==> src/tpm_channel_pkg.sv <==
package timer_channel_pkg;

   localparam int VAL_W = 16;
   localparam int INT_W = 2;

   localparam logic [7:0] OFS_CTL       = 8'h00;
   localparam logic [7:0] OFS_VAL_HI    = 8'h04;
   localparam logic [7:0] OFS_VAL_LO    = 8'h08;
   localparam logic [7:0] OFS_INT_STAT  = 8'h0c;
   localparam logic [7:0] OFS_INT_MASK  = 8'h10;
   localparam logic [7:0] OFS_PIN_STATE = 8'h14;

   localparam int CTL_CPWM_BIT = 0;
   localparam int CTL_ELSA_BIT = 2;
   localparam int CTL_ELSB_BIT = 3;
   localparam int CTL_MSA_BIT  = 4;
   localparam int CTL_MSB_BIT  = 5;

   localparam int INT_CAPTURE_BIT = 0;
   localparam int INT_MATCH_BIT   = 1;

   localparam logic [7:0]       CTL_RESET  = 8'h00;
   localparam logic [VAL_W-1:0] VAL_RESET  = 16'h0000;
   localparam logic [INT_W-1:0] MASK_RESET = 2'h0;
   localparam logic [INT_W-1:0] STAT_RESET = 2'h0;

   typedef enum logic [2:0] {
      MODE_OFF,
      MODE_CAPTURE,
      MODE_COMPARE,
      MODE_EPWM,
      MODE_CPWM
   } chan_mode_e;

   function automatic chan_mode_e mode_decode(input logic [7:0] ctl);
      chan_mode_e m;
      if (ctl[CTL_ELSB_BIT:CTL_ELSA_BIT] == 2'h0) begin
         m = MODE_OFF;
      end else if (ctl[CTL_CPWM_BIT]) begin
         m = MODE_CPWM;
      end else if (ctl[CTL_MSB_BIT]) begin
         m = MODE_EPWM;
      end else if (ctl[CTL_MSA_BIT]) begin
         m = MODE_COMPARE;
      end else begin
         m = MODE_CAPTURE;
      end
      return m;
   endfunction

endpackage

==> src/pin_edge_sync.sv <==
`timescale 1ns/1ps
module pin_edge_sync (
   input  wire logic clk_i,   // Bus clock
   input  wire logic srst_i,  // Synchronous reset, active high
   input  wire logic pin_i,   // Asynchronous pin level
   output logic      level_o, // Synchronised level
   output logic      rise_o,  // One-cycle rising edge
   output logic      fall_o   // One-cycle falling edge
);
   logic meta_reg;
   logic sync_reg;
   logic prev_reg;

   // Meta stage is read only by the second stage
   always_ff @(posedge clk_i) begin
      if (srst_i) begin
         meta_reg <= 1'b0;
         sync_reg <= 1'b0;
         prev_reg <= 1'b0;
      end else begin
         meta_reg <= pin_i;
         sync_reg <= meta_reg;
         prev_reg <= sync_reg;
      end
   end

   assign level_o = sync_reg;
   assign rise_o  = sync_reg & ~prev_reg;
   assign fall_o  = ~sync_reg & prev_reg;
endmodule // pin_edge_sync

==> src/tpm_channel.sv <==
// Decided for this implementation: the APB register port and the placing of the registers.
`timescale 1ns/1ps
module timer_channel
   import timer_channel_pkg::*;
(
   input  wire logic             CLK_SYS_I,    // Bus clock, 40 MHz
   input  wire logic             SRST_I,       // Synchronous reset, active high
   input  wire logic             PSEL_I,       // APB select
   input  wire logic             PENABLE_I,    // APB enable
   input  wire logic             PWRITE_I,     // APB direction
   input  wire logic [7:0]       PADDR_I,      // APB byte address
   input  wire logic [31:0]      PWDATA_I,     // APB write data
   output logic      [31:0]      PRDATA_O,     // APB read data
   output logic                  PREADY_O,     // APB ready
   output logic                  PSLVERR_O,    // APB error, unmapped address
   input  wire logic [VAL_W-1:0] COUNT_I,      // Shared timer counter
   input  wire logic             COUNT_DOWN_I, // Counter counting down
   input  wire logic             OVF_I,        // Counter wrap pulse
   input  wire logic             PIN_I,        // Channel pin level
   output logic                  PIN_O,        // Channel pin drive level
   output logic                  PIN_OE_O,     // Channel owns the pin
   output logic                  IRQ_O         // Level interrupt
);

   logic [7:0]       ctl_reg;
   logic [VAL_W-1:0] value_reg;
   logic [INT_W-1:0] stat_reg;
   logic [INT_W-1:0] stat_next;
   logic [INT_W-1:0] mask_reg;
   logic [31:0]      rdata_reg;
   logic             ready_reg;
   logic             err_reg;
   logic             pin_reg;
   logic             pin_next;
   logic             oe_reg;
   logic             irq_reg;

   logic             pin_lvl;
   logic             pin_rise;
   logic             pin_fall;
   chan_mode_e       mode;
   logic [1:0]       els;
   logic             capture_evt;
   logic             match_evt;
   logic             xfer_done;
   logic             wr_en;
   logic             rd_en;
   logic             addr_ok;
   logic [31:0]      rdata_next;

   pin_edge_sync u_sync (
      .clk_i   (CLK_SYS_I),
      .srst_i  (SRST_I),
      .pin_i   (PIN_I),
      .level_o (pin_lvl),
      .rise_o  (pin_rise),
      .fall_o  (pin_fall)
   );

   // ---------------- APB slave ----------------
   // One wait state: ready rises in the second access cycle
   assign xfer_done = PSEL_I & PENABLE_I & ready_reg;
   assign wr_en     = xfer_done & PWRITE_I;
   assign rd_en     = xfer_done & ~PWRITE_I;
   assign addr_ok   = (PADDR_I == OFS_CTL) || (PADDR_I == OFS_VAL_HI) ||
                      (PADDR_I == OFS_VAL_LO) || (PADDR_I == OFS_INT_STAT) ||
                      (PADDR_I == OFS_INT_MASK) || (PADDR_I == OFS_PIN_STATE);

   always_comb begin
      rdata_next = 32'h0000_0000;
      case (PADDR_I)
         OFS_CTL:       rdata_next[7:0] = ctl_reg;
         OFS_VAL_HI:    rdata_next[7:0] = value_reg[15:8];
         OFS_VAL_LO:    rdata_next[7:0] = value_reg[7:0];
         OFS_INT_STAT:  rdata_next[INT_W-1:0] = stat_reg;
         OFS_INT_MASK:  rdata_next[INT_W-1:0] = mask_reg;
         OFS_PIN_STATE: rdata_next[2:0] = {pin_lvl, pin_reg, oe_reg};
         default:       rdata_next = 32'h0000_0000;
      endcase
   end

   always_ff @(posedge CLK_SYS_I) begin
      if (SRST_I) begin
         ready_reg <= 1'b0;
         err_reg   <= 1'b0;
         rdata_reg <= 32'h0000_0000;
      end else begin
         ready_reg <= PSEL_I & PENABLE_I & ~ready_reg;
         err_reg   <= PSEL_I & PENABLE_I & ~ready_reg & ~addr_ok;
         if (PSEL_I & PENABLE_I & ~ready_reg) begin
            rdata_reg <= rdata_next;
         end
      end
   end

   // ---------------- Control and mask ----------------
   always_ff @(posedge CLK_SYS_I) begin
      if (SRST_I) begin
         ctl_reg  <= CTL_RESET;
         mask_reg <= MASK_RESET;
      end else if (wr_en) begin
         if (PADDR_I == OFS_CTL) begin
            ctl_reg <= PWDATA_I[7:0];
         end
         if (PADDR_I == OFS_INT_MASK) begin
            mask_reg <= PWDATA_I[INT_W-1:0];
         end
      end
   end

   assign mode = mode_decode(ctl_reg);
   assign els  = ctl_reg[CTL_ELSB_BIT:CTL_ELSA_BIT];

   // ---------------- Capture and compare ----------------
   // Early edges right after entering capture mode are trusted as real
   always_comb begin
      capture_evt = 1'b0;
      if (mode == MODE_CAPTURE) begin
         case (els)
            2'h1:    capture_evt = pin_rise;
            2'h2:    capture_evt = pin_fall;
            2'h3:    capture_evt = pin_rise | pin_fall;
            default: capture_evt = 1'b0;
         endcase
      end
   end

   assign match_evt = (mode == MODE_COMPARE || mode == MODE_EPWM || mode == MODE_CPWM) &&
                      (COUNT_I == value_reg);

   // A capture in the same cycle as a software write wins: the edge is not lost
   always_ff @(posedge CLK_SYS_I) begin
      if (SRST_I) begin
         value_reg <= VAL_RESET;
      end else if (capture_evt) begin
         value_reg <= COUNT_I;
      end else if (wr_en && PADDR_I == OFS_VAL_HI) begin
         value_reg[15:8] <= PWDATA_I[7:0];
      end else if (wr_en && PADDR_I == OFS_VAL_LO) begin
         value_reg[7:0] <= PWDATA_I[7:0];
      end
   end

   // ---------------- Pin drive ----------------
   always_comb begin
      pin_next = pin_reg;
      case (mode)
         MODE_COMPARE: begin
            if (match_evt) begin
               case (els)
                  2'h1:    pin_next = ~pin_reg;
                  2'h2:    pin_next = 1'b0;
                  default: pin_next = 1'b1;
               endcase
            end
         end
         MODE_EPWM: begin
            // Match beats wrap so a zero value gives 0 % duty
            if (match_evt) begin
               pin_next = els[0];
            end else if (OVF_I) begin
               pin_next = ~els[0];
            end
         end
         MODE_CPWM: begin
            if (match_evt) begin
               pin_next = COUNT_DOWN_I ? ~els[0] : els[0];
            end
         end
         default: pin_next = pin_reg;
      endcase
   end

   always_ff @(posedge CLK_SYS_I) begin
      if (SRST_I) begin
         pin_reg <= 1'b0;
         oe_reg  <= 1'b0;
      end else begin
         pin_reg <= pin_next;
         oe_reg  <= (mode != MODE_OFF) && (mode != MODE_CAPTURE);
      end
   end

   // ---------------- Interrupts ----------------
   // Set beats the read-clear so an event in the clearing cycle survives.
   // Only the bits that the read returned are cleared: the read data is a
   // snapshot taken one cycle before completion, and an event landing in
   // that gap must not be wiped unseen.
   always_comb begin
      stat_next = stat_reg;
      if (rd_en && PADDR_I == OFS_INT_STAT) begin
         stat_next = stat_reg & ~rdata_reg[INT_W-1:0];
      end
      stat_next[INT_CAPTURE_BIT] = stat_next[INT_CAPTURE_BIT] | capture_evt;
      stat_next[INT_MATCH_BIT]   = stat_next[INT_MATCH_BIT] | match_evt;
   end

   always_ff @(posedge CLK_SYS_I) begin
      if (SRST_I) begin
         stat_reg <= STAT_RESET;
         irq_reg  <= 1'b0;
      end else begin
         stat_reg <= stat_next;
         irq_reg  <= |(stat_reg & mask_reg);
      end
   end

   assign PRDATA_O  = rdata_reg;
   assign PREADY_O  = ready_reg;
   assign PSLVERR_O = err_reg;
   assign PIN_O     = pin_reg;
   assign PIN_OE_O  = oe_reg;
   assign IRQ_O     = irq_reg;
endmodule // timer_channel

==> config.mk <==
export PLATFORM = sky130hd
export DESIGN_NAME = timer_channel
export DESIGN_NICKNAME = d
export VERILOG_FILES = /design/src/tpm_channel_pkg.sv /design/src/pin_edge_sync.sv /design/src/tpm_channel.sv
export SDC_FILE = /design/constraint.sdc
export NUM_CORES = 1
export LEC_CHECK = 0
export BUFFER_PORTS_ARGS = -buffer_cell sky130_fd_sc_hd__buf_2
export CORE_UTILIZATION = 48
export DETAILED_ROUTE_END_ITERATION = 8
export GPL_TIMING_DRIVEN = 0
export PLACE_DENSITY = 0.8
export SLEW_MARGIN = 15
export SYNTH_ARGS = -nofsm -noshare
export SYNTH_HDL_FRONTEND = slang
export SYNTH_HIERARCHICAL = 1
export SYNTH_SLANG_ARGS = --single-unit
==> constraint.sdc <==
create_clock -name CLK_SYS_I -period 2.79 [get_ports CLK_SYS_I]
set_clock_uncertainty 0.2 [all_clocks]
set_input_delay 0.4185 -clock CLK_SYS_I [delete_from_list [all_inputs] [get_ports CLK_SYS_I]]
set_output_delay 0.4185 -clock CLK_SYS_I [all_outputs]
set_load 0.005 [all_outputs]
==> impl_metrics.json, run 1 <==
{
  "cellPowerDensity_nw_per_um2": 407.0,
  "synth-seq-cells": 44,
  "critPathRequiredTime_ns": 2.76,
  "max-cap-violations": 0,
  "fmax_mhz": 425.2,
  "start_util_pct": 50.43,
  "outcome": "complete, no violations",
  "grt-ovfl-total": 0,
  "fin_crit_sh_pct": 84.30,
  "hold_viol": 0,
  "synth_top_area_share_pct": 36.50,
  "hold_path_class": "in -> reg",
  "tightest_slew_ns": 0.5081,
  "worstSetupStartpointType": "flop",
  "grt_max_degree": 13,
  "ios": 101,
  "routabilityCongestion": 0.9153,
  "internal_power_uw": 897.8,
  "die_h_um": 72.91,
  "synth_most_common_cell": "dfxtp_1",
  "clk_pin_slew_ns": 0.08,
  "rows": 25,
  "power.leakage_uw": 0.001341,
  "crit_type": "reg -> reg",
  "dp_hpwl_um": 4363,
  "grt.total_usage_pct": 23.17,
  "drt_iter0_drc": 125,
  "grt_pass1_wl_um": 9183,
  "p_switching_uw": 294.2,
  "synth_edf_count": 0,
  "clock_path_buffers": 2,
  "synth_mux_area_share_pct": 16.90,
  "cts_resized": 0,
  "postSynthAreaPerCell_sq_um": 8.777,
  "yosys_warnings": 6,
  "ys_seq_area_share_pct": 36.50,
  "rsz0062_at_grt": "no",
  "cts_setup_buffers": 0,
  "yosys.area_share.simple_pct": 19.23,
  "synthDistinctLibCells": 39,
  "synth_compound_area_share_pct": 9.953,
  "synthesis.area_sq_um": 2414,
  "reg2reg_setup_slack_ns": 0.44,
  "synth_fa_ha_area_share_pct": 0,
  "synth_ff_type": "dfxtp_1",
  "drv_slew": 0,
  "antenna_found_initial": 0,
  "die_x_um": 72.91,
  "cts_made_buffers": 5,
  "fin_nets": 420,
  "cts_tree": "done",
  "setup_viol_count_final": 0,
  "switching_share_pct": 24.68,
  "cts-hold-fix-buffers": 0,
  "core_area_sq_um": 4786,
  "via_count": 2151,
  "h-tree-depth": 2,
  "final_antenna_net_count": 0,
  "yosysTopAreaCell": "dfxtp_1",
  "drive_gt1_share_pct": 28.01,
  "grt_pass1_vias": 1939,
  "place_inst": 416,
  "largest_reg_flops": 16,
  "cp_max_fo": 10,
  "drt-total-wl_um": 5726,
  "area_growth_pct": 21.36,
  "num_antenna_cells": 0,
  "syn_inst": 275,
  "wl_per_cell_um": 13.50,
  "relSlewSlack_pct": 65.81,
  "arrival_ns": 2.33,
  "synth.area.top_cells": "dfxtp_1 (36%), mux2i_1 (14%), buf_4 (7.8%)",
  "power_frac_seq_pct": 53.0,
  "ctsRootBufferMaster": "clkbuf_8",
  "clock_latency_ns": 0.31,
  "period_needed_ns": 2.352,
  "clockPowerShare_pct": 35.8,
  "clkSinkCount": 44,
  "drc_errors": 0,
  "synth_xor_area_share_pct": 5.806,
  "stdcell_count": 424,
  "synth_top_cells_by_count": "dfxtp_1 (44), mux2i_1 (34), nand2_1 (33)",
  "port_buffers": 51,
  "die_area_sq_um": 5316,
  "drt_pass1_iterations": 4,
  "synth-async-reset-ratio_pct": 0,
  "p_comb_share_pct": 11.2,
  "end_kind": "flop",
  "ir_drop_v": 0.0002796,
  "synth_top_family_by_area": "simple AND/OR/NAND/NOR gates",
  "viasPerCell": 5.073,
  "finalSetupTns_ns": 0
}
critical path: stages, from the launching register on:
cell      delay, ns
dfxtp_1        0.32
clkbuf_2       0.19
a22oi_1        0.12
nor4_1         0.39
or2_2          0.19
clkbuf_1       0.25
clkbuf_1       0.39
o21ai_0        0.17
final timing paths:
path | start | to | cells after the start
worst max-delay path | ctl_reg[2] | value_reg[1] | 7
worst min-delay path | SRST_I | u_sync/level_o | 2
worst max register to register | ctl_reg[2] | value_reg[1] | 7
worst min register to register | u_sync/meta_reg | u_sync/level_o | 1
area by class of cell:
cell class                 instances  area [sq um]
fill                             457          1857
clock buffer                       8         90.09
timing repair buffer              51         255.2
tap                               67         83.83
multi-input combinational        213          1343
inverter                           3         11.26
sequential                        44         880.8
buffer                            38         265.3
layer usage:
layer,share of wire (%),GRT usage (%),vias up
met4,1.9,9.586,0
met1,45,30.80,988
li1,-,-,1057
met5,0,0,-
met3,5.9,3.315,13
met2,47,37.80,93
layout by cell type, fill, tap and decap left out, types with 2 or more instances in the layout:
| cell type | instances |
|---|---|
| xor2_1 | 2 |
| nor3_1 | 3 |
| mux2i_1 | 34 |
| buf_6 | 2 |
| clkbuf_8 | 7 |
| mux2_2 | 2 |
| nor2_1 | 19 |
| a22oi_1 | 2 |
| xnor2_1 | 14 |
| nor4_1 | 2 |
| inv_1 | 3 |
| o21ai_0 | 22 |
| nand2_1 | 33 |
| dfxtp_1 | 44 |
| or2_2 | 2 |
| a211oi_1 | 2 |
| buf_2 | 53 |
| clkbuf_1 | 9 |
| a21oi_1 | 11 |
| nor2b_1 | 7 |
| conb_1 | 24 |
| buf_4 | 25 |
| nand2b_1 | 2 |
| nand3_1 | 13 |
| o22ai_1 | 2 |
| mux4_2 | 2 |
| nand4_1 | 4 |
per-stage QoR:
step | total power (uW) | setup slack (ns) | area, sq um | hold WS (ns) | util, %
2_1_floorplan | 724.2 | 0.6301 | 2500 | 0.2138 | -
3_3_place_gp | 777.4 | 0.3355 | 2839 | 0.2229 | 59.32
3_5_place_dp | 778.9 | 0.2853 | 2839 | 0.2298 | 59.32
4_1_cts | 1194 | 0.4301 | 2929 | 0.1062 | 61.20
5_1_grt | 1235 | 0.2242 | 2929 | 0.1237 | 61.20
6_report | 1192 | 0.4381 | 2929 | 0.1117 | 61.20
power groups by stage:
stage / combinational [uW] / sequential, uW / clock [uW]
6_report: 134 / 632 / 426
5_1_grt: 146 / 632 / 457
4_1_cts: 133 / 632 / 430
3_5_place_dp: 132 / 647 / 0
3_3_place_gp: 131 / 646 / 0
2_1_floorplan: 77.8 / 646 / 0
kinds of logic (layout without fill, tap and decap cells):
logic type | count (synthesis) | count (layout)
simple gates | 92 | 92
flops | 44 | 44
mux | 38 | 38
other cells | 1 | 24
compound gates | 43 | 43
buf+inv | 41 | 100
xor+xnor | 16 | 16
No activity file was read; power rests on OpenSTA's default activity.
==> run 2: changes to the inputs <==
--- a/config.mk
+++ b/config.mk
@@ -5,11 +5,12 @@
 export SDC_FILE = /design/constraint.sdc
 export NUM_CORES = 1
 export LEC_CHECK = 0
+export ABC_AREA = 1
 export BUFFER_PORTS_ARGS = -buffer_cell sky130_fd_sc_hd__buf_2
-export CORE_UTILIZATION = 48
+export CORE_UTILIZATION = 44
 export DETAILED_ROUTE_END_ITERATION = 8
 export GPL_TIMING_DRIVEN = 0
-export PLACE_DENSITY = 0.8
+export PLACE_DENSITY = 0.76
 export SLEW_MARGIN = 15
 export SYNTH_ARGS = -nofsm -noshare
 export SYNTH_HDL_FRONTEND = slang
==> constraint.sdc (replaced) <==
create_clock -name CLK_SYS_I -period 2 [get_ports CLK_SYS_I]
set_clock_uncertainty 0.2 [all_clocks]
set_input_delay 0.3 -clock CLK_SYS_I [delete_from_list [all_inputs] [get_ports CLK_SYS_I]]
set_output_delay 0.3 -clock CLK_SYS_I [all_outputs]
set_load 0.005 [all_outputs]
==> run 2 against run 1 <==
First-iteration DRC count increased by 55%. Design area increased by 8.9%. Final cell count increased by 33%. Via count increased by 27%. Non-clock buffer count decreased by 3. Sequential power increased by 40%. Sequential share of layout area decreased by 2.5 points. Critical path type unchanged. Largest power group unchanged.
==> impl_metrics.json, run 2 <==
{
  "outcome": "complete, no violations",
  "drt_iter0_drc": 194,
  "min_path_cells": 3,
  "relSlewSlack_pct": 63.71,
  "grt.total_usage_pct": 22.70,
  "dpl_cell_area_sq_um": 3054,
  "p_comb_share_pct": 11.0,
  "fin_crit_sh_pct": 90.06,
  "final_cell_mix": "nand2_1 (102), inv_1 (58), buf_2 (53), dfxtp_1 (44), nor2_1 (42)",
  "grt_pass1_vias": 2302,
  "internal_power_uw": 1351,
  "arrival_ns": 1.80,
  "routabilityCongestion": 0.8918,
  "cts_tree": "done",
  "clock_path_buffers": 2,
  "antenna_found_initial": 0,
  "critPathRequiredTime_ns": 2.00,
  "largest_reg_flops": 16,
  "grt_max_degree": 16,
  "area_growth_pct": 21.85,
  "worst-path-buf-inv": 3,
  "postSynthAreaPerCell_sq_um": 6.463,
  "hp-start": "PWDATA_I[6]",
  "reg2regPathDepth": 8,
  "synthDistinctLibCells": 36,
  "crit_chain": "inv_2, o22ai_2, inv_2, nor2_4, buf_6, nor2_1, o21ai_1, a21oi_1",
  "drc_errors": 0,
  "ys_seq_area_share_pct": 33.65,
  "tightest_slew_ns": 0.5443,
  "reg2reg_setup_slack_ns": 0.20,
  "die_x_um": 79.13,
  "setup_viol_count_final": 0,
  "yosysTopAreaCell": "dfxtp_1",
  "fillers": 565,
  "synth_edf_count": 0,
  "switching_share_pct": 25.63,
  "clockPowerShare_pct": 40.2,
  "synth-async-reset-ratio_pct": 0,
  "cp_max_fo": 10,
  "synth_most_common_cell": "nand2_1",
  "start_util_pct": 46.68,
  "max-cap-violations": 0,
  "drt-total-wl_um": 6758,
  "synth.area.top_cells": "dfxtp_1 (34%), nand2_1 (15%), inv_1 (8.3%)",
  "clkSinkCount": 44,
  "max_stage_delay_ns": 0.44,
  "core_area_sq_um": 5608,
  "h-tree-depth": 2,
  "num_antenna_cells": 0,
  "p_switching_uw": 465.6,
  "end_kind": "flop",
  "port_buffers": 52,
  "clk_pin_slew_ns": 0.10,
  "die_area_sq_um": 6262,
  "mostFrequentLayoutCell": "nand2_1",
  "ios": 101,
  "grt-ovfl-total": 0,
  "crit_top_cell": "inv_2",
  "power_frac_seq_pct": 48.8,
  "synth_top_cells_by_count": "nand2_1 (102), inv_1 (58), dfxtp_1 (44)",
  "cellPowerDensity_nw_per_um2": 569.6,
  "period_needed_ns": 1.801,
  "synth_ff_type": "dfxtp_1",
  "viasPerCell": 4.863,
  "reg2reg_from": "ctl_reg[2]",
  "synth_top_area_share_pct": 33.65,
  "finalSetupTns_ns": 0,
  "die_h_um": 79.13,
  "syn_inst": 405,
  "hold_path_class": "in -> reg",
  "drv_slew": 0,
  "min_to": "ctl_reg[6]",
  "cts_setup_buffers": 0,
  "ctsRootBufferMaster": "clkbuf_8",
  "seq_area_sq_um": 880.8,
  "synth-seq-cells": 44,
  "rsz0062_at_grt": "no",
  "crit_type": "reg -> reg",
  "via_count": 2733,
  "drive_gt1_share_pct": 22.24,
  "grt_pass1_wl_um": 10740,
  "rr_endpoint": "value_reg[8]",
  "cp_slowest_cell": "dfxtp_1",
  "wl_per_cell_um": 12.02,
  "fmax_mhz": 555.2,
  "clock_latency_ns": 0.32,
  "hold_viol": 0,
  "multi_input_area_sq_um": 1348,
  "dp_hpwl_um": 5248,
  "fin_nets": 553,
  "final_util_pct": 56.87,
  "drt_pass1_iterations": 5,
  "synthesis.area_sq_um": 2618,
  "ir_drop_v": 0.0003589,
  "rows": 27,
  "cts_made_buffers": 5,
  "final_antenna_net_count": 0,
  "worstSetupStartpointType": "flop",
  "yosys_warnings": 6,
  "final_area_sq_um": 3189,
  "power.leakage_uw": 0.001492,
  "cp_top_family": "flip-flops"
}
run 2: cell count changes in the layout (fill, tap and decap cells not counted), moves of 5 or more:
cell	change
inv_1	+55
o211ai_1	+6
mux2i_1	-34
a21oi_1	+22
o21ai_1	+8
nor2b_1	-7
inv_2	+7
clkbuf_1	-5
a31oi_1	+5
nand2_1	+69
xnor2_1	-10
nor2_1	+23
run 2: cells by family after synthesis:
| group | count (synthesis) | share of synthesized area (%) |
|---|---|---|
| other cells | 1 | 0.1433 |
| flops | 44 | 33.65 |
| simple gates | 175 | 28.54 |
| xor+xnor | 6 | 2.008 |
| compound gates | 81 | 17.50 |
| buf+inv | 98 | 18.16 |
run 2: area by class of cell:
| type | count | area share (%) |
|---|---|---|
| clock inverter | 3 | 1.452 |
| inverter | 66 | 7.925 |
| timing repair buffer | 54 | 8.788 |
| tap | 72 | 2.825 |
| buffer | 32 | 6.983 |
| sequential | 44 | 27.62 |
| multi-input combinational | 286 | 42.25 |
| clock buffer | 5 | 2.158 |
run 2: tightest hold or removal path, stage by stage:
cell     delay, ns
buf_2         0.08
inv_1         0.05
a21oi_1       0.11
run 2: worst max path at each step:
stage	from	to	slack, ns	depth (start not counted)
2_1_floorplan	ctl_reg[2]	value_reg[8]	0.42	8
3_3_place_gp	PADDR_I[7]	value_reg[11]	0.09	10
3_5_place_dp	PADDR_I[4]	value_reg[11]	0.05	10
4_1_cts	ctl_reg[2]	value_reg[13]	0.20	8
5_1_grt	u_sync/level_o	value_reg[8]	0.03	10
6_report	ctl_reg[2]	value_reg[8]	0.20	8
run 2: timing repair:
| item | 4_1_cts | 5_1_grt |
|---|---|---|
| resized for setup | 0 | 0 |
| hold buffers | 2 | 0 |
| endpoints found under the setup margin | 0 | 0 |
| endpoints found under the hold margin | 3 | 0 |
run 2: power groups by stage:
| stage | logic [uW] | clock network (uW) | registers (uW) |
|---|---|---|---|
| 3_3_place_gp | 189 | 0 | 908 |
| 6_report | 199 | 730 | 887 |
| 3_5_place_dp | 193 | 0 | 908 |
| 2_1_floorplan | 120 | 0 | 908 |
| 4_1_cts | 197 | 730 | 887 |
| 5_1_grt | 224 | 778 | 889 |
run 2: per-layer routing:
metal,wire (um),GRT usage (%),vias to the layer above
li1,-,-,1393
met1,2845,27.54,1199
met2,3238,38.62,133
met3,551,4.598,8
met4,123,9.818,0
met5,0,0,-
run 2: through the flow:
step	setup slack (ns)	instances	total power (uW)	hold WS [ns]
5_1_grt	0.03456	562	1890	0.04701
6_report	0.1988	562	1817	0.05688
3_3_place_gp	0.08563	552	1097	0.1905
3_5_place_dp	0.04746	552	1100	0.2008
4_1_cts	0.2031	562	1814	0.04928
2_1_floorplan	0.4232	428	1028	0.1712
